### src/core/wionr_defs.vh
// Constants of the wireless I/O node register logic.
// Assumes inclusion by bare name from the design files under core/.
`ifndef WIONR_DEFS_VH
`define WIONR_DEFS_VH

// Holding register numbers (one-based); the protocol address is the number minus one.
`define WIONR_REG_DISC_IN_ONE 16'h0001
`define WIONR_REG_DISC_IN_TWO 16'h0002
`define WIONR_REG_DISC_IN_THREE 16'h0003
`define WIONR_REG_DISC_IN_FOUR 16'h0004
`define WIONR_REG_LOOP_IN_ONE 16'h0005
`define WIONR_REG_LOOP_IN_THREE 16'h0007
`define WIONR_REG_TEMPERATURE 16'h0008
`define WIONR_REG_COUNT_UPPER 16'h0009
`define WIONR_REG_COUNT_LOWER 16'h000a
`define WIONR_REG_SINK_OUT_ONE 16'h01f5
`define WIONR_REG_SINK_OUT_TWO 16'h01f6
`define WIONR_REG_SUPPLY_THREE 16'h01f9
`define WIONR_REG_SUPPLY_FOUR 16'h01fa
`define WIONR_ADDR_TO_NUM 16'h0001

// Function codes and exception codes.
`define WIONR_FC_READ_HOLD 8'h03
`define WIONR_FC_WRITE_HOLD 8'h06
`define WIONR_EXC_NONE 8'h00
`define WIONR_EXC_FUNCTION 8'h01
`define WIONR_EXC_ADDRESS 8'h02

// Slave identifier ranges.
`define WIONR_ID_LOCAL_MIN 8'h01
`define WIONR_ID_LOCAL_MAX 8'h0a
`define WIONR_ID_LEGAL_MIN 8'h01
`define WIONR_ID_LEGAL_MAX 8'h3c
`define WIONR_DIAL_TENS_WEIGHT 8'h0a

// Times in their own units and the clock rate.
`define WIONR_CLK_HZ 40'd125000000
`define WIONR_STORAGE_HOLD_S 40'd5
`define WIONR_DISPLAY_LINGER_S 40'd60
`define WIONR_SLEEP_AFTER_S 40'd900
`define WIONR_BLINK_HALF_MS 40'd500
`define WIONR_MS_PER_S 40'd1000

`endif

### src/core/wionr_node.v
// Register map, slave-ID handling and storage/sleep control of a wireless I/O node.
// Assumes a serial front end that delivers one decoded single-register request per pulse.
`timescale 1ns/1ps
`default_nettype none
`include "wionr_defs.vh"
module wionr_node #(
    parameter [39:0] STORAGE_HOLD_CYCLES = `WIONR_STORAGE_HOLD_S * `WIONR_CLK_HZ,
    parameter [39:0] DISPLAY_LINGER_CYCLES = `WIONR_DISPLAY_LINGER_S * `WIONR_CLK_HZ,
    parameter [39:0] SLEEP_AFTER_CYCLES = `WIONR_SLEEP_AFTER_S * `WIONR_CLK_HZ,
    parameter [39:0] BLINK_HALF_CYCLES = `WIONR_BLINK_HALF_MS * `WIONR_CLK_HZ / `WIONR_MS_PER_S,
    parameter STORAGE_AT_RESET = 0
) (
    input wire clk,
    input wire rstn,
    input wire [3:0] dial_tens,
    input wire [3:0] dial_units,
    input wire transparent_mode,
    input wire button_one_n,
    input wire button_two_n,
    input wire discrete_input_one,
    input wire discrete_input_two,
    input wire discrete_input_three,
    input wire discrete_input_four,
    input wire pulse_counter_input,
    input wire sample_strobe,
    input wire [15:0] current_loop_input_one,
    input wire [15:0] current_loop_input_three,
    input wire [15:0] thermistor_input,
    input wire req_valid,
    input wire [7:0] req_slave_id,
    input wire [7:0] req_function,
    input wire [15:0] req_address,
    input wire [15:0] req_wdata,
    output reg rsp_valid_reg,
    output reg [7:0] rsp_exception_reg,
    output reg [15:0] rsp_rdata_reg,
    output reg forward_wireless_reg,
    output reg [7:0] slave_id_reg,
    output reg slave_id_valid_reg,
    output reg sink_output_one_reg,
    output reg sink_output_two_reg,
    output reg [15:0] switched_supply_three_reg,
    output reg [15:0] switched_supply_four_reg,
    output reg radio_enable_reg,
    output reg led_blink_reg,
    output reg display_on_reg
);
    reg [13:0] pin_meta_reg;
    reg [13:0] pin_sync_reg;
    reg pulse_prev_reg;
    reg [31:0] pulse_count_reg;
    reg [15:0] count_lower_snap_reg;
    reg [15:0] loop_one_reg;
    reg [15:0] loop_three_reg;
    reg [15:0] temperature_reg;
    reg storage_reg;
    reg hold_spent_reg;
    reg sleep_reg;
    reg button_prev_reg;
    reg [39:0] blink_count_reg;

    wire [3:0] tens_s = pin_sync_reg[3:0];
    wire [3:0] units_s = pin_sync_reg[7:4];
    wire transparent_s = pin_sync_reg[8];
    wire btn_one_s = ~pin_sync_reg[9];
    wire btn_two_s = ~pin_sync_reg[10];
    wire any_button = btn_one_s | btn_two_s;
    wire button_press = any_button & ~button_prev_reg;

    wire [7:0] dial_id = tens_s * `WIONR_DIAL_TENS_WEIGHT + {4'h0, units_s};
    wire id_ok = (units_s < 4'ha) && (dial_id >= `WIONR_ID_LEGAL_MIN) && (dial_id <= `WIONR_ID_LEGAL_MAX);
    wire access_ok = ~transparent_s & slave_id_valid_reg;
    wire is_local_id = (req_slave_id >= `WIONR_ID_LOCAL_MIN) && (req_slave_id <= `WIONR_ID_LOCAL_MAX);
    wire for_me = req_valid && access_ok && radio_enable_reg && (req_slave_id == slave_id_reg);
    wire [15:0] reg_num = req_address + `WIONR_ADDR_TO_NUM;
    wire is_read = (req_function == `WIONR_FC_READ_HOLD);
    wire is_write = (req_function == `WIONR_FC_WRITE_HOLD);

    wire hold_done;
    wire linger_done;
    wire sleep_done;

    // Discrete pins two to four share the pin synchroniser; pin one has its own.
    wire [3:1] disc_now = {pin_sync_reg[13], pin_sync_reg[12], pin_sync_reg[11]};

    always @(posedge clk or negedge rstn)
    begin
        if (!rstn)
        begin
            pin_meta_reg <= 14'h0600;
            pin_sync_reg <= 14'h0600;
        end
        else
        begin
            pin_meta_reg <= {discrete_input_four, discrete_input_three, discrete_input_two,
                             button_two_n, button_one_n, transparent_mode, dial_units, dial_tens};
            pin_sync_reg <= pin_meta_reg;
        end
    end

    reg disc_one_meta_reg;
    reg disc_one_sync_reg;
    reg pulse_meta_reg;
    reg pulse_sync_reg;

    always @(posedge clk or negedge rstn)
    begin
        if (!rstn)
        begin
            disc_one_meta_reg <= 1'b0;
            disc_one_sync_reg <= 1'b0;
            pulse_meta_reg <= 1'b0;
            pulse_sync_reg <= 1'b0;
            pulse_prev_reg <= 1'b0;
            pulse_count_reg <= 32'h00000000;
            loop_one_reg <= 16'h0000;
            loop_three_reg <= 16'h0000;
            temperature_reg <= 16'h0000;
            slave_id_reg <= 8'h00;
            slave_id_valid_reg <= 1'b0;
        end
        else
        begin
            disc_one_meta_reg <= discrete_input_one;
            disc_one_sync_reg <= disc_one_meta_reg;
            pulse_meta_reg <= pulse_counter_input;
            pulse_sync_reg <= pulse_meta_reg;
            pulse_prev_reg <= pulse_sync_reg;
            if (pulse_sync_reg && !pulse_prev_reg)
                pulse_count_reg <= pulse_count_reg + 32'h00000001;
            if (sample_strobe)
            begin
                loop_one_reg <= current_loop_input_one;
                loop_three_reg <= current_loop_input_three;
                temperature_reg <= thermistor_input;
            end
            slave_id_reg <= id_ok ? dial_id : 8'h00;
            slave_id_valid_reg <= id_ok;
        end
    end

    // Register access; one answer per request addressed to this node outside transparent mode and storage.
    always @(posedge clk or negedge rstn)
    begin
        if (!rstn)
        begin
            rsp_valid_reg <= 1'b0;
            rsp_exception_reg <= `WIONR_EXC_NONE;
            rsp_rdata_reg <= 16'h0000;
            forward_wireless_reg <= 1'b0;
            count_lower_snap_reg <= 16'h0000;
            sink_output_one_reg <= 1'b0;
            sink_output_two_reg <= 1'b0;
            switched_supply_three_reg <= 16'h0000;
            switched_supply_four_reg <= 16'h0000;
        end
        else
        begin
            rsp_valid_reg <= for_me;
            forward_wireless_reg <= req_valid && access_ok && radio_enable_reg && !is_local_id
                                    && (req_slave_id != slave_id_reg);
            if (for_me)
            begin
                rsp_exception_reg <= `WIONR_EXC_NONE;
                rsp_rdata_reg <= 16'h0000;
                if (!is_read && !is_write)
                    rsp_exception_reg <= `WIONR_EXC_FUNCTION;
                else
                begin
                    case (reg_num)
                        `WIONR_REG_DISC_IN_ONE: rsp_rdata_reg <= {15'h0000, disc_one_sync_reg};
                        `WIONR_REG_DISC_IN_TWO: rsp_rdata_reg <= {15'h0000, disc_now[1]};
                        `WIONR_REG_DISC_IN_THREE: rsp_rdata_reg <= {15'h0000, disc_now[2]};
                        `WIONR_REG_DISC_IN_FOUR: rsp_rdata_reg <= {15'h0000, disc_now[3]};
                        `WIONR_REG_LOOP_IN_ONE: rsp_rdata_reg <= loop_one_reg;
                        `WIONR_REG_LOOP_IN_THREE: rsp_rdata_reg <= loop_three_reg;
                        `WIONR_REG_TEMPERATURE: rsp_rdata_reg <= temperature_reg;
                        `WIONR_REG_COUNT_UPPER:
                        begin
                            rsp_rdata_reg <= pulse_count_reg[31:16];
                            if (is_read)
                                count_lower_snap_reg <= pulse_count_reg[15:0];
                        end
                        `WIONR_REG_COUNT_LOWER: rsp_rdata_reg <= count_lower_snap_reg;
                        `WIONR_REG_SINK_OUT_ONE:
                        begin
                            if (is_write)
                                sink_output_one_reg <= req_wdata[0];
                            rsp_rdata_reg <= is_write ? {15'h0000, req_wdata[0]} : {15'h0000, sink_output_one_reg};
                        end
                        `WIONR_REG_SINK_OUT_TWO:
                        begin
                            if (is_write)
                                sink_output_two_reg <= req_wdata[0];
                            rsp_rdata_reg <= is_write ? {15'h0000, req_wdata[0]} : {15'h0000, sink_output_two_reg};
                        end
                        `WIONR_REG_SUPPLY_THREE:
                        begin
                            if (is_write)
                                switched_supply_three_reg <= req_wdata;
                            rsp_rdata_reg <= is_write ? req_wdata : switched_supply_three_reg;
                        end
                        `WIONR_REG_SUPPLY_FOUR:
                        begin
                            if (is_write)
                                switched_supply_four_reg <= req_wdata;
                            rsp_rdata_reg <= is_write ? req_wdata : switched_supply_four_reg;
                        end
                        default: rsp_exception_reg <= `WIONR_EXC_ADDRESS;
                    endcase
                end
            end
        end
    end

    wionr_timer #(.WIDTH(40), .LIMIT(STORAGE_HOLD_CYCLES)) u_hold (
        .clk(clk),
        .rstn(rstn),
        .clear(~btn_one_s),
        .run(btn_one_s),
        .done(hold_done)
    );

    wionr_timer #(.WIDTH(40), .LIMIT(DISPLAY_LINGER_CYCLES)) u_linger (
        .clk(clk),
        .rstn(rstn),
        .clear(~storage_reg),
        .run(storage_reg),
        .done(linger_done)
    );

    wionr_timer #(.WIDTH(40), .LIMIT(SLEEP_AFTER_CYCLES)) u_sleep (
        .clk(clk),
        .rstn(rstn),
        .clear(storage_reg | button_press),
        .run(~sleep_reg),
        .done(sleep_done)
    );

    // One toggle per hold; the button must be released before the next.
    always @(posedge clk or negedge rstn)
    begin
        if (!rstn)
        begin
            storage_reg <= (STORAGE_AT_RESET != 0);
            hold_spent_reg <= 1'b0;
            sleep_reg <= 1'b0;
            button_prev_reg <= 1'b0;
            radio_enable_reg <= (STORAGE_AT_RESET == 0);
            blink_count_reg <= 40'h0000000000;
            led_blink_reg <= 1'b0;
            display_on_reg <= (STORAGE_AT_RESET == 0);
        end
        else
        begin
            button_prev_reg <= any_button;
            if (!btn_one_s)
                hold_spent_reg <= 1'b0;
            else if (hold_done && !hold_spent_reg)
            begin
                hold_spent_reg <= 1'b1;
                storage_reg <= ~storage_reg;
            end
            radio_enable_reg <= ~storage_reg;
            if (storage_reg || button_press)
                sleep_reg <= 1'b0;
            else if (sleep_done)
                sleep_reg <= 1'b1;
            if (storage_reg || blink_count_reg >= BLINK_HALF_CYCLES - 40'h0000000001)
                blink_count_reg <= 40'h0000000000;
            else
                blink_count_reg <= blink_count_reg + 40'h0000000001;
            if (storage_reg)
                led_blink_reg <= 1'b0;
            else if (blink_count_reg >= BLINK_HALF_CYCLES - 40'h0000000001)
                led_blink_reg <= ~led_blink_reg;
            display_on_reg <= storage_reg ? ~linger_done : ~sleep_reg;
        end
    end
endmodule
`default_nettype wire

### src/core/wionr_timer.v
// Saturating elapsed-time counter with a reached flag.
// Assumes clear and run come from logic on the same clock.
`timescale 1ns/1ps
`default_nettype none
module wionr_timer #(
    parameter WIDTH = 40,
    parameter [WIDTH-1:0] LIMIT = {{(WIDTH-1){1'b0}}, 1'b1}
) (
    input wire clk,
    input wire rstn,
    input wire clear,
    input wire run,
    output wire done
);
    reg [WIDTH-1:0] count_reg;

    always @(posedge clk or negedge rstn)
    begin
        if (!rstn)
            count_reg <= {WIDTH{1'b0}};
        else if (clear)
            count_reg <= {WIDTH{1'b0}};
        else if (run && count_reg != LIMIT)
            count_reg <= count_reg + {{(WIDTH-1){1'b0}}, 1'b1};
    end

    assign done = (count_reg == LIMIT);
endmodule
`default_nettype wire

### config.mk
export PLATFORM = sky130hd
export DESIGN_NAME = wionr_node
export DESIGN_NICKNAME = d
export VERILOG_FILES = /design/src/core/wionr_node.v /design/src/core/wionr_timer.v
export VERILOG_INCLUDE_DIRS = /design/src /design/src/core
export SDC_FILE = /design/constraint.sdc
export NUM_CORES = 1
export LEC_CHECK = 0
export BUFFER_PORTS_ARGS = -buffer_cell sky130_fd_sc_hd__buf_2
export CORE_MARGIN = 2
export CORE_UTILIZATION = 25
export CTS_CLUSTER_SIZE = 24
export DETAILED_ROUTE_END_ITERATION = 8
export GPL_TIMING_DRIVEN = 0
export HOLD_SLACK_MARGIN = 0.05
export SLEW_MARGIN = 30
export SYNTH_ARGS = -nofsm -noshare
export SYNTH_HDL_FRONTEND = slang
export SYNTH_SLANG_ARGS = --single-unit
### constraint.sdc
create_clock -name clk -period 2.85 [get_ports clk]
set_clock_uncertainty 0.15 [all_clocks]
set_input_delay 0.4275 -clock clk [delete_from_list [all_inputs] [get_ports clk]]
set_output_delay 0.4275 -clock clk [all_outputs]
set_load 0.005 [all_outputs]
==> results_dict.tcl, run 1 <==
set metrics [dict create \
    hold_class "primary input to flip-flop" \
    dr.pass1.iters 9 \
    clk_pin_slew_ns 0.06 \
    multi_input_area_um2 7437 \
    crit_path_max_fanout 7 \
    ys_warn_count 0 \
    dpl.cell_count 2578 \
    status "completed" \
    grt_pass1_wl_um 68300 \
    fin_nets 1976 \
    overflow 0 \
    holdWs_ns 0.09849 \
    place_area_um2 18850 \
    startpoint_type "flip-flop" \
    wirelength_um 42570 \
    yosysTopAreaCell "dfrtp_1" \
    synth_top_area_share 0.5308 \
    drc 0 \
    routed-via-count 12780 \
    grt_max_degree 84 \
    clk_path_buf_depth 3 \
    ios 188 \
    coreArea_um2 65860 \
    pre_cts_ws_ns -0.5637 \
    antenna_left 0 \
    instances_no_fill 2740 \
    dieHeight_um 262.0 \
    power_density_nw_per_um2 547.6 \
    synth_area_leaders "dfrtp_1, mux2_2, xor2_1" \
    fin_area_um2 21180 \
    p_leak_nw 9.325 \
    num_rows 94 \
    arrival_ns 3.05 \
    post_drt_wl_per_cell_um 15.54 \
    viasPerCell 4.664 \
    ys_async_sr_fraction 1.000 \
    hold_viol 0 \
    cts-root-buf "clkbuf_16" \
    cts_buffers 41 \
    cts_sinks 359 \
    synth.distinct_cells 65 \
    synth_top_cells_by_count "dfrtp_1, nor2_1, mux2_2" \
    die_width_um 262.0 \
    post-synth-top-count-cell "dfrtp_1" \
    initial_utilization 0.2527 \
    synth_edf_count 0 \
    end_kind "flip-flop" \
    layout-drive-gt1-share 0.2277 \
    finalSetupViolations 0 \
    fmax_mhz 366.9 \
    fillers 6624 \
    grt_pass1_vias 13050 \
    drtIter0Drc 892 \
    synth_ff_type "dfrtp_1" \
    worst_slew_pin_slew_ns 0.8099 \
    place_congestion 0.8646 \
    synth-seq-cells 359 \
    port_buffers 179 \
    htreeDepth 2 \
    syn_area_um2 16640 \
    cts_tree "yes" \
    seq_area_um2 8992 \
    synthCells 1510 \
    grt_setup_unrepaired "no" \
    required_ns 3.17 \
    track_usage 0.1221 \
    clk_latency_ns 0.58 \
    max-vdd-ir-drop_v 0.0003607 \
    hpwl_um 30430 \
    period_needed_ns 2.726 \
    setup.worst_path.class "flip-flop to flip-flop" \
    max_slew_margin 0.4600 \
    slew_viol_final 0 \
    timing.final.ws_setup_ns 0.1242 \
    antenna_found_initial 1 \
    area_growth_pct 27.28 \
    max_cap_viol_count 0 \
    period_share 0.9564 \
    synth_seq_area_share 0.5403 \
    dieArea_um2 68650 \
    syn_area_per_cell_um2 11.02 \
]
[final cells by class]
class,instances,area share
antenna,1,0.0001181
buffer,61,0.01311
clock buffer,59,0.05588
clock inverter,16,0.009155
inverter,36,0.006379
multi-input combinational,1073,0.3511
sequential,359,0.4245
tap,864,0.05103
timing repair buffer,271,0.08872
[critical path, cell delays in order, from the launching register on]
cell and delay (ns):
dfrtp_2 0.44, ha_4 0.25, ha_2 0.18, fa_1 0.53, nand2_2 0.09, a21o_1 0.16, mux2i_1 0.12, o211ai_1 0.10
or4_4 0.51, nor3_2 0.12
[metrics by stage]
stage	util	TNS (ns)	power [mW]
2_1_floorplan	-	0	5.875
3_3_place_gp	0.2839	-2036.66	6.225
3_5_place_dp	0.2862	-25.55	6.278
4_1_cts	0.3201	0	11.78
5_1_grt	0.3216	0	12.17
6_report	0.3216	0	11.60
[cells by family (layout without fill, tap and decap cells)]
group | count (synthesis) | count (layout) | synth area share
AOI/OAI and AO/OA | 127 | 127 | 0.05323
buffers and inverters | 99 | 443 | 0.02526
xor gates and xnor gates | 171 | 171 | 0.08999
adders and majority gates | 17 | 17 | 0.01368
and+or+nand+nor | 611 | 611 | 0.1910
DFF | 359 | 359 | 0.5403
other | 1 | 23 | 0.0002253
muxes | 125 | 125 | 0.08638
[cell usage in the layout (no fill, tap or decap), types with 7 or more instances in the layout]
| cell type | count |
|---|---|
| mux2_2 | 106 |
| nand2_1 | 100 |
| nand2b_1 | 8 |
| nor2b_1 | 9 |
| buf_2 | 180 |
| ha_1 | 13 |
| clkbuf_16 | 41 |
| xor2_1 | 96 |
| xnor2_1 | 75 |
| and3_1 | 35 |
| nand3_1 | 67 |
| nand4_1 | 59 |
| and4_1 | 18 |
| clkinv_2 | 7 |
| o21ai_0 | 37 |
| buf_4 | 13 |
| dfrtp_1 | 352 |
| a22oi_1 | 16 |
| clkbuf_1 | 49 |
| clkbuf_8 | 9 |
| or3_1 | 15 |
| dlygate4sd3_1 | 81 |
| inv_1 | 35 |
| nor4_1 | 34 |
| or4_1 | 8 |
| mux2i_1 | 8 |
| conb_1 | 22 |
| a222oi_1 | 29 |
| nor3_1 | 26 |
| mux2_4 | 10 |
| nor2_1 | 176 |
| a21oi_1 | 21 |
[power by group]
part | switching (mW) | internal (mW) | total [mW]
combinational | 0.463 | 0.397 | 0.860
sequential | 0.150 | 5.29 | 5.44
clock | 2.19 | 3.11 | 5.30
total | 2.80 | 8.80 | 11.6
[path summary, 6_finish.rpt]
| path | from | to | slack [ns] | cells after the start |
|---|---|---|---|---|
| setup reg to reg | pin_sync_reg[1] | slave_id_reg[3] | 0.12 | 9 |
| max in group asynchronous | rstn | pin_meta_reg[9] | 0.69 | 5 |
| hold / removal | req_function[3] | rsp_exception_reg[1] | 0.1 | 4 |
| hold reg to reg | pin_meta_reg[12] | pin_sync_reg[12] | 0.19 | 0 |
| setup / recovery | pin_sync_reg[1] | slave_id_reg[3] | 0.12 | 9 |
| min in group asynchronous | rstn | switched_supply_four_reg[5] | 0.23 | 2 |
[layer usage]
metal  GRT usage  share of wire
met5           0              0
met1      0.1474           0.42
met2      0.2123           0.48
met4     0.04410          0.033
met3     0.02807          0.064
[repair_timing]
item,CTS,global route
hold endpoints to repair,166,0
buffers inserted,1,6
hold buffers,81,0
setup endpoints to repair,74,89
resized for setup,8,24
pin swaps,2,8
Note: power is estimated with default switching activity, not from simulation.
==> run 2, diff against run 1 <==
--- a/config.mk
+++ b/config.mk
@@ -7,7 +7,6 @@
 export NUM_CORES = 1
 export LEC_CHECK = 0
 export BUFFER_PORTS_ARGS = -buffer_cell sky130_fd_sc_hd__buf_2
-export CORE_MARGIN = 2
 export CORE_UTILIZATION = 25
 export CTS_CLUSTER_SIZE = 24
 export DETAILED_ROUTE_END_ITERATION = 8
==> constraint.sdc (replaced) <==
create_clock -name clk -period 2.85 [get_ports clk]
set_clock_uncertainty 0.15 [all_clocks]
set_input_delay 0.57 -clock clk [delete_from_list [all_inputs] [get_ports clk]]
set_output_delay 0.57 -clock clk [all_outputs]
set_load 0.005 [all_outputs]
==> results_dict.tcl, run 2 (synthesis gave the netlist of run 1 again) <==
set metrics [dict create \
    status "completed" \
    viasPerCell 4.706 \
    cts_tree "yes" \
    grt_pass1_wl_um 68150 \
    clk_latency_ns 0.57 \
    dr.pass1.iters 6 \
    routed-via-count 12620 \
    setup.worst_path.class "flip-flop to flip-flop" \
    wirelength_um 42820 \
    p_leak_nw 9.162 \
    finalSetupViolations 0 \
    power_density_nw_per_um2 575.6 \
    end_kind "flip-flop" \
    pre_cts_ws_ns -0.8814 \
    hpwl_um 30760 \
    layout-drive-gt1-share 0.2420 \
    max-vdd-ir-drop_v 0.0003855 \
    num_rows 94 \
    post_drt_wl_per_cell_um 15.97 \
    period_needed_ns 2.768 \
    clk_path_buf_depth 3 \
    crit_path_max_fanout 7 \
    cts_buffers 42 \
    max_slew_margin 0.4436 \
    clk_pin_slew_ns 0.06 \
    p_seq_frac 0.456 \
    fillers 6717 \
    crit_chain "ha_1, ha_2, fa_1, nand2_2, a21o_1, mux2i_1, o211ai_1, or4_4, nor2_1" \
    pwr-share-clk 0.477 \
    port_buffers 179 \
    ios 188 \
    antenna_found_initial 0 \
    max_stage_delay_ns 0.53 \
    initial_utilization 0.2527 \
    fin_nets 1919 \
    dieArea_um2 67610 \
    cts_sinks 359 \
    fmax_mhz 361.3 \
    slowest_stage "fa_1" \
    max_cap_viol_count 0 \
    combPwrFrac 0.066 \
    hold_class "primary input to flip-flop" \
    grt_pass1_vias 12730 \
    switching_share 0.2335 \
    layout_common_cells "dfrtp_1, buf_2, nor2_1, mux2_2, nand2_1" \
    drtIter0Drc 871 \
    cts-root-buf "clkbuf_16" \
    timing.final.ws_setup_ns 0.08190 \
    grt_max_degree 88 \
    switching_power_mw 2.783 \
    die_width_um 260.0 \
    period_share 0.9713 \
    grt_setup_unrepaired "yes" \
    htreeDepth 2 \
    layout_commonest_cell "dfrtp_1" \
    p_int_mw 9.139 \
    arrival_ns 3.09 \
    slew_viol_final 0 \
    overflow 0 \
    area_growth_pct 24.46 \
    setup_tns_ns 0 \
    hold_viol 0 \
    track_usage 0.1243 \
    place_congestion 0.8401 \
    drc 0 \
    startpoint_type "flip-flop" \
    antenna_left 0 \
    coreArea_um2 65860 \
    antenna_cells 0 \
    required_ns 3.17 \
    worst_slew_pin_slew_ns 0.8346 \
    dieHeight_um 260.0 \
]
==> run 2: critical path, delay by kind of cell, from the launching register on <==
| kind | cells | cell delay, ns |
|---|---|---|
| adder cells (fa/ha/maj) | 3 | 1.04 |
| AND/OR/NAND/NOR | 3 | 0.69 |
| flip-flops | 1 | 0.41 |
| AO/OA/AOI/OAI | 2 | 0.26 |
| multiplexers | 1 | 0.12 |
==> run 2: final cells by class <==
type | instances | area, µm² | share of cell area
Buffer | 61 | 287.8 | 0.01389
Clock buffer | 55 | 1191 | 0.05751
Clock inverter | 21 | 294.0 | 0.01420
Inverter | 36 | 135.1 | 0.006524
Multi-Input combinational cell | 1073 | 7427 | 0.3586
Sequential cell | 359 | 8991 | 0.4341
Tap cell | 864 | 1081 | 0.05219
Timing Repair Buffer | 213 | 1306 | 0.06306
==> run 2: power by group through the flow <==
| stage | Sequential (mW) | Clock (mW) | Combinational (mW) |
|---|---|---|---|
| 3_5_place_dp | 5.53 | 0 | 0.749 |
| 2_1_floorplan | 5.49 | 0 | 0.387 |
| 5_1_grt | 5.47 | 6.07 | 0.885 |
| 6_report | 5.44 | 5.69 | 0.790 |
| 4_1_cts | 5.44 | 5.87 | 0.787 |
| 3_3_place_gp | 5.52 | 0 | 0.701 |
==> run 2: worst paths after layout <==
kind / startpoint / endpoint / slack, ns / cells after the start
max reg2reg: pin_sync_reg[1] / slave_id_reg[4] / 0.08 / 9
min: current_loop_input_three[6] / loop_three_reg[6] / 0.1 / 2
max in group asynchronous: rstn / display_on_reg / 0.38 / 6
min reg2reg: pin_meta_reg[8] / pin_sync_reg[8] / 0.19 / 0
max: pin_sync_reg[1] / slave_id_reg[4] / 0.08 / 9
min in group asynchronous: rstn / loop_one_reg[11] / 0.38 / 2
==> run 2: through the flow <==
stage | utilization | power (mW) | cells | area [µm²] | hold WS [ns]
floorplan | - | 5.875 | 1531 | 16720 | 0.1244
global placement | 0.2839 | 6.222 | 2574 | 18700 | 0.1830
detailed placement | 0.2862 | 6.278 | 2578 | 18850 | 0.1847
CTS | 0.3124 | 12.10 | 2674 | 20580 | 0.05519
global route | 0.3145 | 12.42 | 2682 | 20710 | 0.06791
finish | 0.3145 | 11.92 | 2682 | 20710 | 0.09536
==> run 2: repair_timing <==
item                                    CTS  global route
buffers inserted                          4             8
gates resized for setup                   9            28
endpoints found under the hold margin    85             0
endpoints found under the setup margin   74           191
cloned                                    0             1
hold buffers                             17             0
pin swaps                                 3             7
==> run 2: per-layer routing <==
layer	GRT usage	part of all wire
met2	0.2105	0.48
met1	0.1586	0.44
met5	0	0
met3	0.02173	0.053
met4	0.04314	0.029
